[config.mk]
export PLATFORM = sky130hd
export DESIGN_NAME = interrupt_accept_return_sequencer
export DESIGN_NICKNAME = d
export VERILOG_FILES = /design/src/verilog/irq_seq_pkg.sv /design/src/verilog/irq_sel_if.sv /design/src/verilog/irq_priority_sel.sv /design/src/verilog/interrupt_accept_return_sequencer.sv
export SDC_FILE = /design/constraint.sdc
export NUM_CORES = 1
export LEC_CHECK = 0
export ABC_AREA = 1
export BUFFER_PORTS_ARGS = -buffer_cell sky130_fd_sc_hd__buf_4
export CAP_MARGIN = 20
export CORE_MARGIN = 2
export CORE_UTILIZATION = 50
export CTS_CLUSTER_DIAMETER = 200
export DETAILED_ROUTE_END_ITERATION = 6
export PLACE_DENSITY = 0.78
export SLEW_MARGIN = 20
export SYNTH_ARGS = -nofsm -noshare
export SYNTH_HDL_FRONTEND = slang
export SYNTH_SLANG_ARGS = --single-unit
[constraint.sdc]
create_clock -name clk_sys_i -period 5.9 [get_ports clk_sys_i]
set_input_delay 1.18 -clock clk_sys_i [delete_from_list [all_inputs] [get_ports clk_sys_i]]
set_output_delay 1.18 -clock clk_sys_i [all_outputs]
set_load 0.01 [all_outputs]
[src/verilog/irq_seq_pkg.sv]
// constants for the interrupt accept and return sequencer
package irq_seq_pkg;

    // ****************************************
    // sources and priorities
    // ****************************************
    localparam logic [3:0] SRC_SWI = 4'h1;
    localparam logic [3:0] SRC_WDT = 4'h2;
    localparam logic [3:0] SRC_EXT_IRQ_ZERO = 4'h3;
    localparam logic [15:0] VEC_TOP = 16'hfffe;

    // ****************************************
    // stack and status word
    // ****************************************
    localparam logic [15:0] SP_STEP1 = 16'h0001;
    localparam logic [15:0] SP_STEP2 = 16'h0002;
    localparam logic [15:0] SP_STEP3 = 16'h0003;
    localparam int unsigned RBS_LSB = 0;
    localparam int unsigned RBS_W = 4;

    // ****************************************
    // fetch memory map
    // ****************************************
    localparam logic [15:0] RAM_SFR_END = 16'h083f;
    localparam logic [15:0] TEST_LO = 16'h1080;
    localparam logic [15:0] TEST_HI = 16'h10ff;
    localparam logic [15:0] ROM_BASE = 16'h8000;
    localparam logic [7:0] FILL_BYTE = 8'hff;

    // ****************************************
    // sequencer states
    // ****************************************
    typedef enum logic [3:0] {
        ST_IDLE, ST_ACK, ST_GAP, ST_PSW, ST_PCH, ST_PCL,
        ST_VLO, ST_VHI, ST_JUMP, ST_RPCL, ST_RPCH, ST_RPSW
    } seq_state_t;

    // vector table address of a source
    function automatic logic [15:0] vec_addr(input logic [3:0] idx);
        return VEC_TOP - {11'h000, idx, 1'b0};
    endfunction

endpackage

[src/verilog/irq_sel_if.sv]
// request vector and winner between sequencer and priority selector
interface irq_sel_if;
    logic [15:0] req;
    logic [3:0] idx;
    logic hit;
    modport arb (input req, output idx, output hit);
    modport seq (output req, input idx, input hit);
endinterface

[src/verilog/irq_priority_sel.sv]
// fixed priority selector, lowest index wins
module irq_priority_sel (
    irq_sel_if.arb sel_if
);
    always_comb begin
        sel_if.idx = 4'h0;
        sel_if.hit = 1'b0;
        for (int i = 15; i >= 1; i--) begin
            if (sel_if.req[i]) begin
                sel_if.idx = 4'(i); // RULE21
                sel_if.hit = 1'b1;
            end
        end
    end
endmodule

[src/verilog/interrupt_accept_return_sequencer.sv]
// interrupt acceptance, return and address error sequencer
// Function
// [RULE1] acceptance clears master enable
// [RULE2] pseudo non-maskable acceptance blocks all requests
// [RULE3] clear only the accepted source's latch
// [RULE4] push pc and psw, sp minus three
// [RULE5] load entry address from vector table
// [RULE6] no maskable acceptance while master enable low
// [RULE7] software sets enable for nesting
// [RULE8] ext zero gated by pin select and master enable, not by an enable flag
// [RULE9] only pc and psw saved
// [RULE10] returns restore bank select via psw
// [RULE11] maskable return pops, sp plus three, enables
// [RULE12] non-maskable return restores enable conditionally
// [RULE13] sample requests at last instruction cycle
// [RULE14] soft trap accepted at once, top priority
// [RULE15] soft trap during pseudo nmi is nop
// [RULE16] unmapped fetch returns ff byte
// [RULE17] ram or sfr fetch raises trap reset
// [RULE18] test range fetch never returns ff
// [RULE19] acceptance takes eight machine cycles
// [RULE20] pseudo non-maskable sources never nest
// [RULE21] highest fixed priority accepted first
// [RULE22] stack: pcl lowest, pch, psw highest
// [RULE23] vector entry low byte first
module interrupt_accept_return_sequencer
    import irq_seq_pkg::*;
(
    // clock and reset
    input wire logic clk_sys_i,
    input wire logic rst_i,
    // instruction core
    input wire logic instr_last_cycle_i,
    input wire logic soft_trap_instr_i,
    input wire logic maskable_return_instr_i,
    input wire logic nonmaskable_return_instr_i,
    input wire logic ei_i,
    input wire logic di_i,
    input wire logic [15:0] pc_i,
    input wire logic [7:0] psw_i,
    input wire logic [15:0] sp_i,
    output logic seq_busy_o,
    output logic [15:0] pc_o,
    output logic pc_load_o,
    output logic [7:0] program_status_word_o,
    output logic psw_load_o,
    output logic [15:0] sp_o,
    output logic sp_load_o,
    output logic [RBS_W-1:0] register_bank_select_o,
    output logic master_irq_enable_o,
    // stack and vector memory
    output logic [15:0] bus_addr_o,
    output logic [7:0] bus_wdata_o,
    output logic bus_we_o,
    output logic bus_re_o,
    input wire logic [7:0] bus_rdata_i,
    // interrupt controller
    input wire logic [15:2] pending_request_latch_i,
    input wire logic [15:4] source_enable_flag_i,
    input wire logic ext_zero_pin_select_i,
    output logic [15:2] latch_clr_o,
    // instruction fetch
    input wire logic fetch_req_i,
    input wire logic [15:0] fetch_addr_i,
    input wire logic [7:0] imem_rdata_i,
    output logic [7:0] fetch_data_o,
    output logic fetch_valid_o,
    output logic addr_trap_o
);

    // ****************************************
    // eligibility
    // ****************************************
    function automatic logic [15:0] req_vec(
        input logic [15:2] pend,
        input logic [15:4] ef,
        input logic master_irq_enable,
        input logic ext_zero_pin_select,
        input logic pnmi,
        input logic soft_trap_instr);
        logic [15:0] r;
        r = 16'h0000;
        if (!pnmi) begin // RULE2 RULE20
            r[1] = soft_trap_instr; // RULE14
            r[2] = pend[2];
            r[3] = master_irq_enable & ext_zero_pin_select & pend[3]; // RULE8
            r[15:4] = pend[15:4] & ef & {12{master_irq_enable}}; // RULE6
        end
        return r;
    endfunction

    seq_state_t state_q;
    logic imf_q, pnmi_q, imf_saved_q, dis_seen_q, ret_nmi_q;
    logic [3:0] src_q;
    logic [15:0] sp_q, ret_pc_q, rpc_q;
    logic [7:0] psw_q;
    logic ret_start, ret_end, sample, take, imf_eff, pnmi_eff;
    logic ret_imf;
    logic [15:0] ctx_pc, ctx_sp, clr_vec;
    logic [7:0] ctx_psw;

    irq_sel_if sel();
    irq_priority_sel u_sel (
        .sel_if (sel)
    );

    always_comb begin
        ret_start = (state_q == ST_IDLE)
            && (maskable_return_instr_i || nonmaskable_return_instr_i);
        ret_end = (state_q == ST_RPSW);
        ret_imf = ret_nmi_q ? (imf_saved_q && !dis_seen_q) : 1'b1; // RULE12
        imf_eff = ret_end ? ret_imf : imf_q;
        pnmi_eff = (ret_end && ret_nmi_q) ? 1'b0 : pnmi_q;
        // RULE13
        sample = ret_end || ((state_q == ST_IDLE) && !ret_start
            && (instr_last_cycle_i || soft_trap_instr_i));
        sel.req = req_vec(pending_request_latch_i, source_enable_flag_i,
            imf_eff, ext_zero_pin_select_i, pnmi_eff,
            (state_q == ST_IDLE) && soft_trap_instr_i); // RULE15
        take = sample && sel.hit;
        ctx_pc = ret_end ? rpc_q : pc_i;
        ctx_psw = ret_end ? bus_rdata_i : psw_i;
        ctx_sp = ret_end ? (sp_q + SP_STEP3) : sp_i;
        clr_vec = 16'h0001 << sel.idx;
    end

    // ****************************************
    // master enable and pseudo nmi tracking
    // ****************************************
    always_ff @(posedge clk_sys_i or posedge rst_i) begin
        if (rst_i) begin
            imf_q <= 1'b0;
        end else if (take) begin
            imf_q <= 1'b0; // RULE1
        end else if (ret_end) begin
            imf_q <= ret_imf; // RULE11 RULE12
        end else if (di_i) begin
            imf_q <= 1'b0;
        end else if (ei_i) begin
            imf_q <= 1'b1;
        end
    end

    always_ff @(posedge clk_sys_i or posedge rst_i) begin
        if (rst_i) begin
            pnmi_q <= 1'b0;
            imf_saved_q <= 1'b0;
            dis_seen_q <= 1'b0;
        end else if (take && (sel.idx <= SRC_WDT)) begin
            pnmi_q <= 1'b1; // RULE2
            imf_saved_q <= imf_eff; // RULE12
            dis_seen_q <= 1'b0;
        end else if (ret_end && ret_nmi_q) begin
            pnmi_q <= 1'b0;
        end else if (pnmi_q && di_i) begin
            dis_seen_q <= 1'b1; // RULE12
        end
    end

    // ****************************************
    // context capture and latch clear
    // ****************************************
    always_ff @(posedge clk_sys_i or posedge rst_i) begin
        if (rst_i) begin
            src_q <= 4'h0;
            sp_q <= 16'h0000;
            ret_pc_q <= 16'h0000;
            psw_q <= 8'h00;
            ret_nmi_q <= 1'b0;
            latch_clr_o <= 14'h0000;
        end else begin
            latch_clr_o <= take ? clr_vec[15:2] : 14'h0000; // RULE3
            if (take) begin
                src_q <= sel.idx;
                sp_q <= ctx_sp;
                ret_pc_q <= ctx_pc; // RULE9
                psw_q <= ctx_psw;
            end else if (ret_start) begin
                sp_q <= sp_i;
                ret_nmi_q <= nonmaskable_return_instr_i;
            end
        end
    end

    // ****************************************
    // accept and return sequence
    // ****************************************
    always_ff @(posedge clk_sys_i or posedge rst_i) begin
        if (rst_i) begin
            state_q <= ST_IDLE;
            rpc_q <= 16'h0000;
            bus_addr_o <= 16'h0000;
            bus_wdata_o <= 8'h00;
            bus_we_o <= 1'b0;
            bus_re_o <= 1'b0;
            pc_o <= 16'h0000;
            pc_load_o <= 1'b0;
            program_status_word_o <= 8'h00;
            psw_load_o <= 1'b0;
            sp_o <= 16'h0000;
            sp_load_o <= 1'b0;
        end else begin
            bus_we_o <= 1'b0;
            bus_re_o <= 1'b0;
            pc_load_o <= 1'b0;
            psw_load_o <= 1'b0;
            sp_load_o <= 1'b0;
            case (state_q)
                ST_IDLE: begin
                    if (ret_start) begin
                        state_q <= ST_RPCL;
                        bus_re_o <= 1'b1;
                        bus_addr_o <= sp_i + SP_STEP1;
                    end else if (take) begin
                        state_q <= ST_ACK; // RULE19
                    end
                end
                ST_ACK: state_q <= ST_GAP;
                ST_GAP: begin
                    state_q <= ST_PSW;
                    bus_we_o <= 1'b1; // RULE4 RULE22
                    bus_addr_o <= sp_q;
                    bus_wdata_o <= psw_q;
                end
                ST_PSW: begin
                    state_q <= ST_PCH;
                    bus_we_o <= 1'b1; // RULE22
                    bus_addr_o <= sp_q - SP_STEP1;
                    bus_wdata_o <= ret_pc_q[15:8];
                end
                ST_PCH: begin
                    state_q <= ST_PCL;
                    bus_we_o <= 1'b1; // RULE22
                    bus_addr_o <= sp_q - SP_STEP2;
                    bus_wdata_o <= ret_pc_q[7:0];
                end
                ST_PCL: begin
                    state_q <= ST_VLO;
                    bus_re_o <= 1'b1; // RULE23
                    bus_addr_o <= vec_addr(src_q);
                end
                ST_VLO: begin
                    state_q <= ST_VHI;
                    rpc_q[7:0] <= bus_rdata_i;
                    bus_re_o <= 1'b1;
                    bus_addr_o <= vec_addr(src_q) + SP_STEP1;
                end
                ST_VHI: begin
                    state_q <= ST_JUMP;
                    pc_o <= {bus_rdata_i, rpc_q[7:0]}; // RULE5
                    pc_load_o <= 1'b1;
                    sp_o <= sp_q - SP_STEP3; // RULE4
                    sp_load_o <= 1'b1;
                end
                ST_JUMP: state_q <= ST_IDLE;
                ST_RPCL: begin
                    state_q <= ST_RPCH;
                    rpc_q[7:0] <= bus_rdata_i;
                    bus_re_o <= 1'b1;
                    bus_addr_o <= sp_q + SP_STEP2;
                end
                ST_RPCH: begin
                    state_q <= ST_RPSW;
                    rpc_q[15:8] <= bus_rdata_i;
                    bus_re_o <= 1'b1;
                    bus_addr_o <= sp_q + SP_STEP3;
                end
                ST_RPSW: begin
                    state_q <= take ? ST_ACK : ST_IDLE; // RULE13
                    pc_o <= rpc_q; // RULE11
                    pc_load_o <= 1'b1;
                    program_status_word_o <= bus_rdata_i; // RULE10
                    psw_load_o <= 1'b1;
                    sp_o <= sp_q + SP_STEP3;
                    sp_load_o <= 1'b1;
                end
                default: state_q <= ST_IDLE;
            endcase
        end
    end

    // ****************************************
    // instruction fetch address check
    // ****************************************
    always_ff @(posedge clk_sys_i or posedge rst_i) begin
        if (rst_i) begin
            fetch_data_o <= 8'h00;
            fetch_valid_o <= 1'b0;
            addr_trap_o <= 1'b0;
        end else begin
            addr_trap_o <= fetch_req_i
                && (fetch_addr_i <= RAM_SFR_END); // RULE17
            fetch_valid_o <= fetch_req_i
                && (fetch_addr_i > RAM_SFR_END);
            if ((fetch_addr_i >= ROM_BASE) || ((fetch_addr_i >= TEST_LO)
                && (fetch_addr_i <= TEST_HI))) begin
                fetch_data_o <= imem_rdata_i; // RULE18
            end else begin
                fetch_data_o <= FILL_BYTE; // RULE16
            end
        end
    end

    always_comb begin
        seq_busy_o = (state_q != ST_IDLE);
        master_irq_enable_o = imf_q;
        register_bank_select_o = program_status_word_o[RBS_LSB+:RBS_W];
    end
endmodule

==> impl_summary.txt <==
----------------------------------------------------
[Layout]
  Fraction of layout cells with a size suffix above 1 ... 21.4%
  Final cell count without fillers ... 1610
  Synth-to-Final Area Change ... 24.9%
  # fillers ... 1625
  Net total in the final layout ... 1493
  Total inserted antenna cells ... 0
  Area used by multi-input combinational logic ... 4370 sq um
  Sequential standard cell area ... 4030 sq um

[Floorplanning]
  Die Span X ... 139 um
  Core ar. ... 18000 sq um
  Top-level port count ... 207
  Number of standard-cell rows in the floorplan ... 49
  Overall die height ... 139 um
  Initial Utilization ... 51.0%
  Die area ... 19400 sq um

[Critical path]
  Launching element type of the critical path ... flip-flop
  Reg2Reg Setup Slack ... 2.22 ns
  Kind of end point of the critical path ... flip-flop
  Critical path arrival ... 4.00 ns
  Crit path required time ... 6.22 ns
  Crit Path Max Fanout ... 17
  Cell count of the worst reg-to-reg path ... 21
  Path type of the worst setup path ... flip-flop to flip-flop
  Reg2Reg Capture Point ... bus_addr_o[13]
  RR Startpoint ... state_q[3]

[Clocking]
  Root buffer cell ... sky130_fd_sc_hd__clkbuf_16
  Number of buffers between clock root and the deepest sink ... 2
  Total setup buffers inserted after CTS ... 0
  CTS Hold Bufs ... 0
  Clock buffer count from CTS ... 17
  Post_cts resized ... 0
  Reg clk slew, reported paths ... 0.06 ns
  H-tree level count ... 4
  TritonCTS clock tree ... built
  Clock latency on the worst-skew pair ... 0.43 ns
  Clk sink count ... 161

[GRT]
  Via count of the first global-routing pass ... 8712
  GRT overflow ... 0
  Met1 demand-to-capacity share in global routing ... 36.8%
  Largest net degree at the start of global routing ... 69
  GRT met3 Usage ... 6.16%
  GR Layer Usage met2 ... 49.9%
  Aggregate global-route resource usage ... 29.0%
  Wire length of the first global-routing pass ... 44800 um
  Most Crowded Layer GR ... met2
  Number of antenna violations at the first check in global routing ... 0

[Yosys]
  Most frequently used flop master after synthesis ... sky130_fd_sc_hd__dfrtp_1
  Post-synth design cell area ... 9160 sq um
  Nets in the synthesized netlist ... 1311
  Share of flip-flops with an asynchronous set or reset ... 100%
  Post-synthesis cell type with the largest combined area ... sky130_fd_sc_hd__dfrtp_1
  Commonest cells in the synthesized netlist ... 288 x sky130_fd_sc_hd__nand2_1, 161 x sky130_fd_sc_hd__dfrtp_1, 131 x sky130_fd_sc_hd__nor2_1
  Ranking of synthesized cells by area ... sky130_fd_sc_hd__dfrtp_1 44%, sky130_fd_sc_hd__nand2_1 12%, sky130_fd_sc_hd__o21ai_0 5.4%, sky130_fd_sc_hd__nor2_1 5.4%, sky130_fd_sc_hd__inv_1 5.0%
  Post-synth cell types ... 57
  Most common cell in the netlist ... sky130_fd_sc_hd__nand2_1
  Average cell area after synthesis ... 7.72 sq um
  Number of enable flip-flop cells after synthesis ... 0
  Count of yosys warnings during synthesis ... 0
  Fraction of the yosys area taken by sequential cells ... 44.0%
  Area share of the largest cell type after synthesis ... 44.0%
  Gate count of the mapped netlist ... 1186
  FF+latch count, synth ... 161

[Routing]
  Detailed-route wire length ... 27700 um
  Number of vias in the routed layout ... 8956
  DR WL/cell ... 17.2 um
  Remaining DRCs ... 1
  Via density per instance ... 5.56
  Starting DRT DRC Count ... 716
  Remaining number of nets flagged by the antenna check after routing ... 0
  Pre-antenna DRT Iters ... 7

[Hold path]
  Worst-case hold path end point ... bus_addr_o[9]
  Depth of the worst hold-timing path ... 2
  Classification of the worst-slack hold path ... flip-flop to flip-flop
  Hold Startpoint ... bus_addr_o[9]

[STA]
  Setup repair after global routing missed its margin ... no
  Transition time at the pin with the least slew margin ... 1.04 ns
  Number of setup violations in the final report ... 0
  Final setup skew ... 0.0126 ns
  Max_slew headroom ... 30.0%
  Final slew viol count ... 0
  Fin crit period ... 3.68 ns
  Highest Clock Rate ... 272 MHz
  Sum of negative setup slack ... 0 ns
  Fin. Hold Viols ... 0
  Final Cycle Share ... 62.3%

[Status]
  Violations in the final reports ... design-rule violations
  Status ... finished with violations

[Placement]
  DP Wirelength ... 21100 um
  Final weighted congestion in routability-driven placement ... 0.896
  Count of buffers from port buffering ... 200
  Placed Instances ... 1578

[Power]
  Leakage ... 5.69 nW
  P per Cell Area ... 565 nW/um^2
  Worst ir drop on vdd ... 0.319 mV

[Job]
  Max-cap violations ... 0

----------------------------------------------------
[metal layers]
layer	up-vias	routed length, um
li1	4295	-
met2	413	13800
met3	59	2090
met1	4189	11200
met4	0	641
met5	-	0
[logic make-up (layout without fill, tap and decap cells)]
family	after synthesis	after routing	share of synthesized area, %
flops	161	161	44.0
compound gates	268	268	18.0
xor+xnor	27	27	2.58
fa+ha+maj	17	17	2.40
buf+inv	185	380	8.31
simple gates	528	528	24.8
[worst max-delay path by stage]
stage / from / slack (ns) / end
after floorplan: rst_i / 0.37 / addr_trap_o
after global placement: nonmaskable_return_instr_i / 2.38 / bus_addr_o[15]
after detailed placement: nonmaskable_return_instr_i / 2.33 / bus_addr_o[7]
after CTS: state_q[3] / 2.31 / bus_addr_o[13]
after global routing: state_q[0] / 1.88 / bus_addr_o[13]
final: state_q[3] / 2.22 / bus_addr_o[13]
[per-stage QoR]
| step | util (%) | power (mW) | cell area, sq um | worst slack [ns] | hold slack (ns) |
|---|---|---|---|---|---|
| floorplan | - | 4.06 | 9160 | 0.372 | 0.442 |
| global placement | 60.0 | 5.10 | 10800 | 2.38 | 0.454 |
| detailed placement | 60.0 | 5.19 | 10800 | 2.33 | 0.467 |
| CTS | 63.7 | 6.45 | 11400 | 2.31 | 0.484 |
| global route | 63.7 | 6.96 | 11400 | 1.88 | 0.504 |
| finish | 63.7 | 6.46 | 11400 | 2.22 | 0.482 |
[report_power, final]
part / internal, mW / total, mW / switching [mW]
sequential: 1.58 / 1.95 / 0.366
combinational: 1.21 / 3.28 / 2.07
clock: 0.757 / 1.23 / 0.478
total: 3.55 / 6.46 / 2.91
[layout make-up]
class	count	share of cell area, %
Tap cell	229	2.50
Clock inverter	11	1.65
Inverter	140	4.70
Sequential cell	161	35.2
Timing Repair Buffer	208	13.6
Clock buffer	21	4.11
Multi-Input combinational cell	840	38.2
[worst max-delay path, stage by stage (launching register included)]
cell                      delay (ns)
sky130_fd_sc_hd__dfrtp_1        0.43
sky130_fd_sc_hd__inv_2          0.08
sky130_fd_sc_hd__nor2_1         0.05
sky130_fd_sc_hd__nand2_1        0.48
sky130_fd_sc_hd__inv_1          0.16
sky130_fd_sc_hd__fa_1           0.42
sky130_fd_sc_hd__nor2_1         0.15
sky130_fd_sc_hd__o21ai_0        0.10
sky130_fd_sc_hd__nand2_1        0.10
sky130_fd_sc_hd__inv_1          0.04
sky130_fd_sc_hd__o21ai_0        0.47
sky130_fd_sc_hd__inv_1          0.07
sky130_fd_sc_hd__o21ai_0        0.33
sky130_fd_sc_hd__nand2_1        0.09
sky130_fd_sc_hd__nand2_1        0.11
sky130_fd_sc_hd__nand3_1        0.09
sky130_fd_sc_hd__nand2_1        0.07
sky130_fd_sc_hd__nand2_1        0.05
sky130_fd_sc_hd__nand3_1        0.06
sky130_fd_sc_hd__nand3_1        0.07
sky130_fd_sc_hd__o21ai_1        0.10
sky130_fd_sc_hd__inv_1          0.05
[cells in the final DEF, fill, tap and decap left out, types with 17 or more instances in the layout]
cell type	n
sky130_fd_sc_hd__dfrtp_1	161
sky130_fd_sc_hd__buf_4	208
sky130_fd_sc_hd__xor2_1	26
sky130_fd_sc_hd__inv_1	122
sky130_fd_sc_hd__a31oi_1	23
sky130_fd_sc_hd__o21ai_0	99
sky130_fd_sc_hd__clkbuf_16	17
sky130_fd_sc_hd__o211ai_1	17
sky130_fd_sc_hd__nand3_1	48
sky130_fd_sc_hd__nand2_1	288
sky130_fd_sc_hd__nor3_1	22
sky130_fd_sc_hd__a21oi_1	59
sky130_fd_sc_hd__nor2_1	131
[registers in the layout, summed over array words and instances, names as in the netlist, 4 cells and up]
| signal | count |
|---|---|
| rpc_q | 16 |
| state_q | 4 |
| pc_o | 16 |
| sp_q | 16 |
| program_status_word_o | 8 |
| sp_o | 16 |
| fetch_data_o | 8 |
| latch_clr_o | 14 |
| psw_q | 8 |
| src_q | 4 |
| ret_pc_q | 16 |
| bus_addr_o | 16 |
| bus_wdata_o | 8 |
Note: power is estimated with default switching activity, not from simulation.
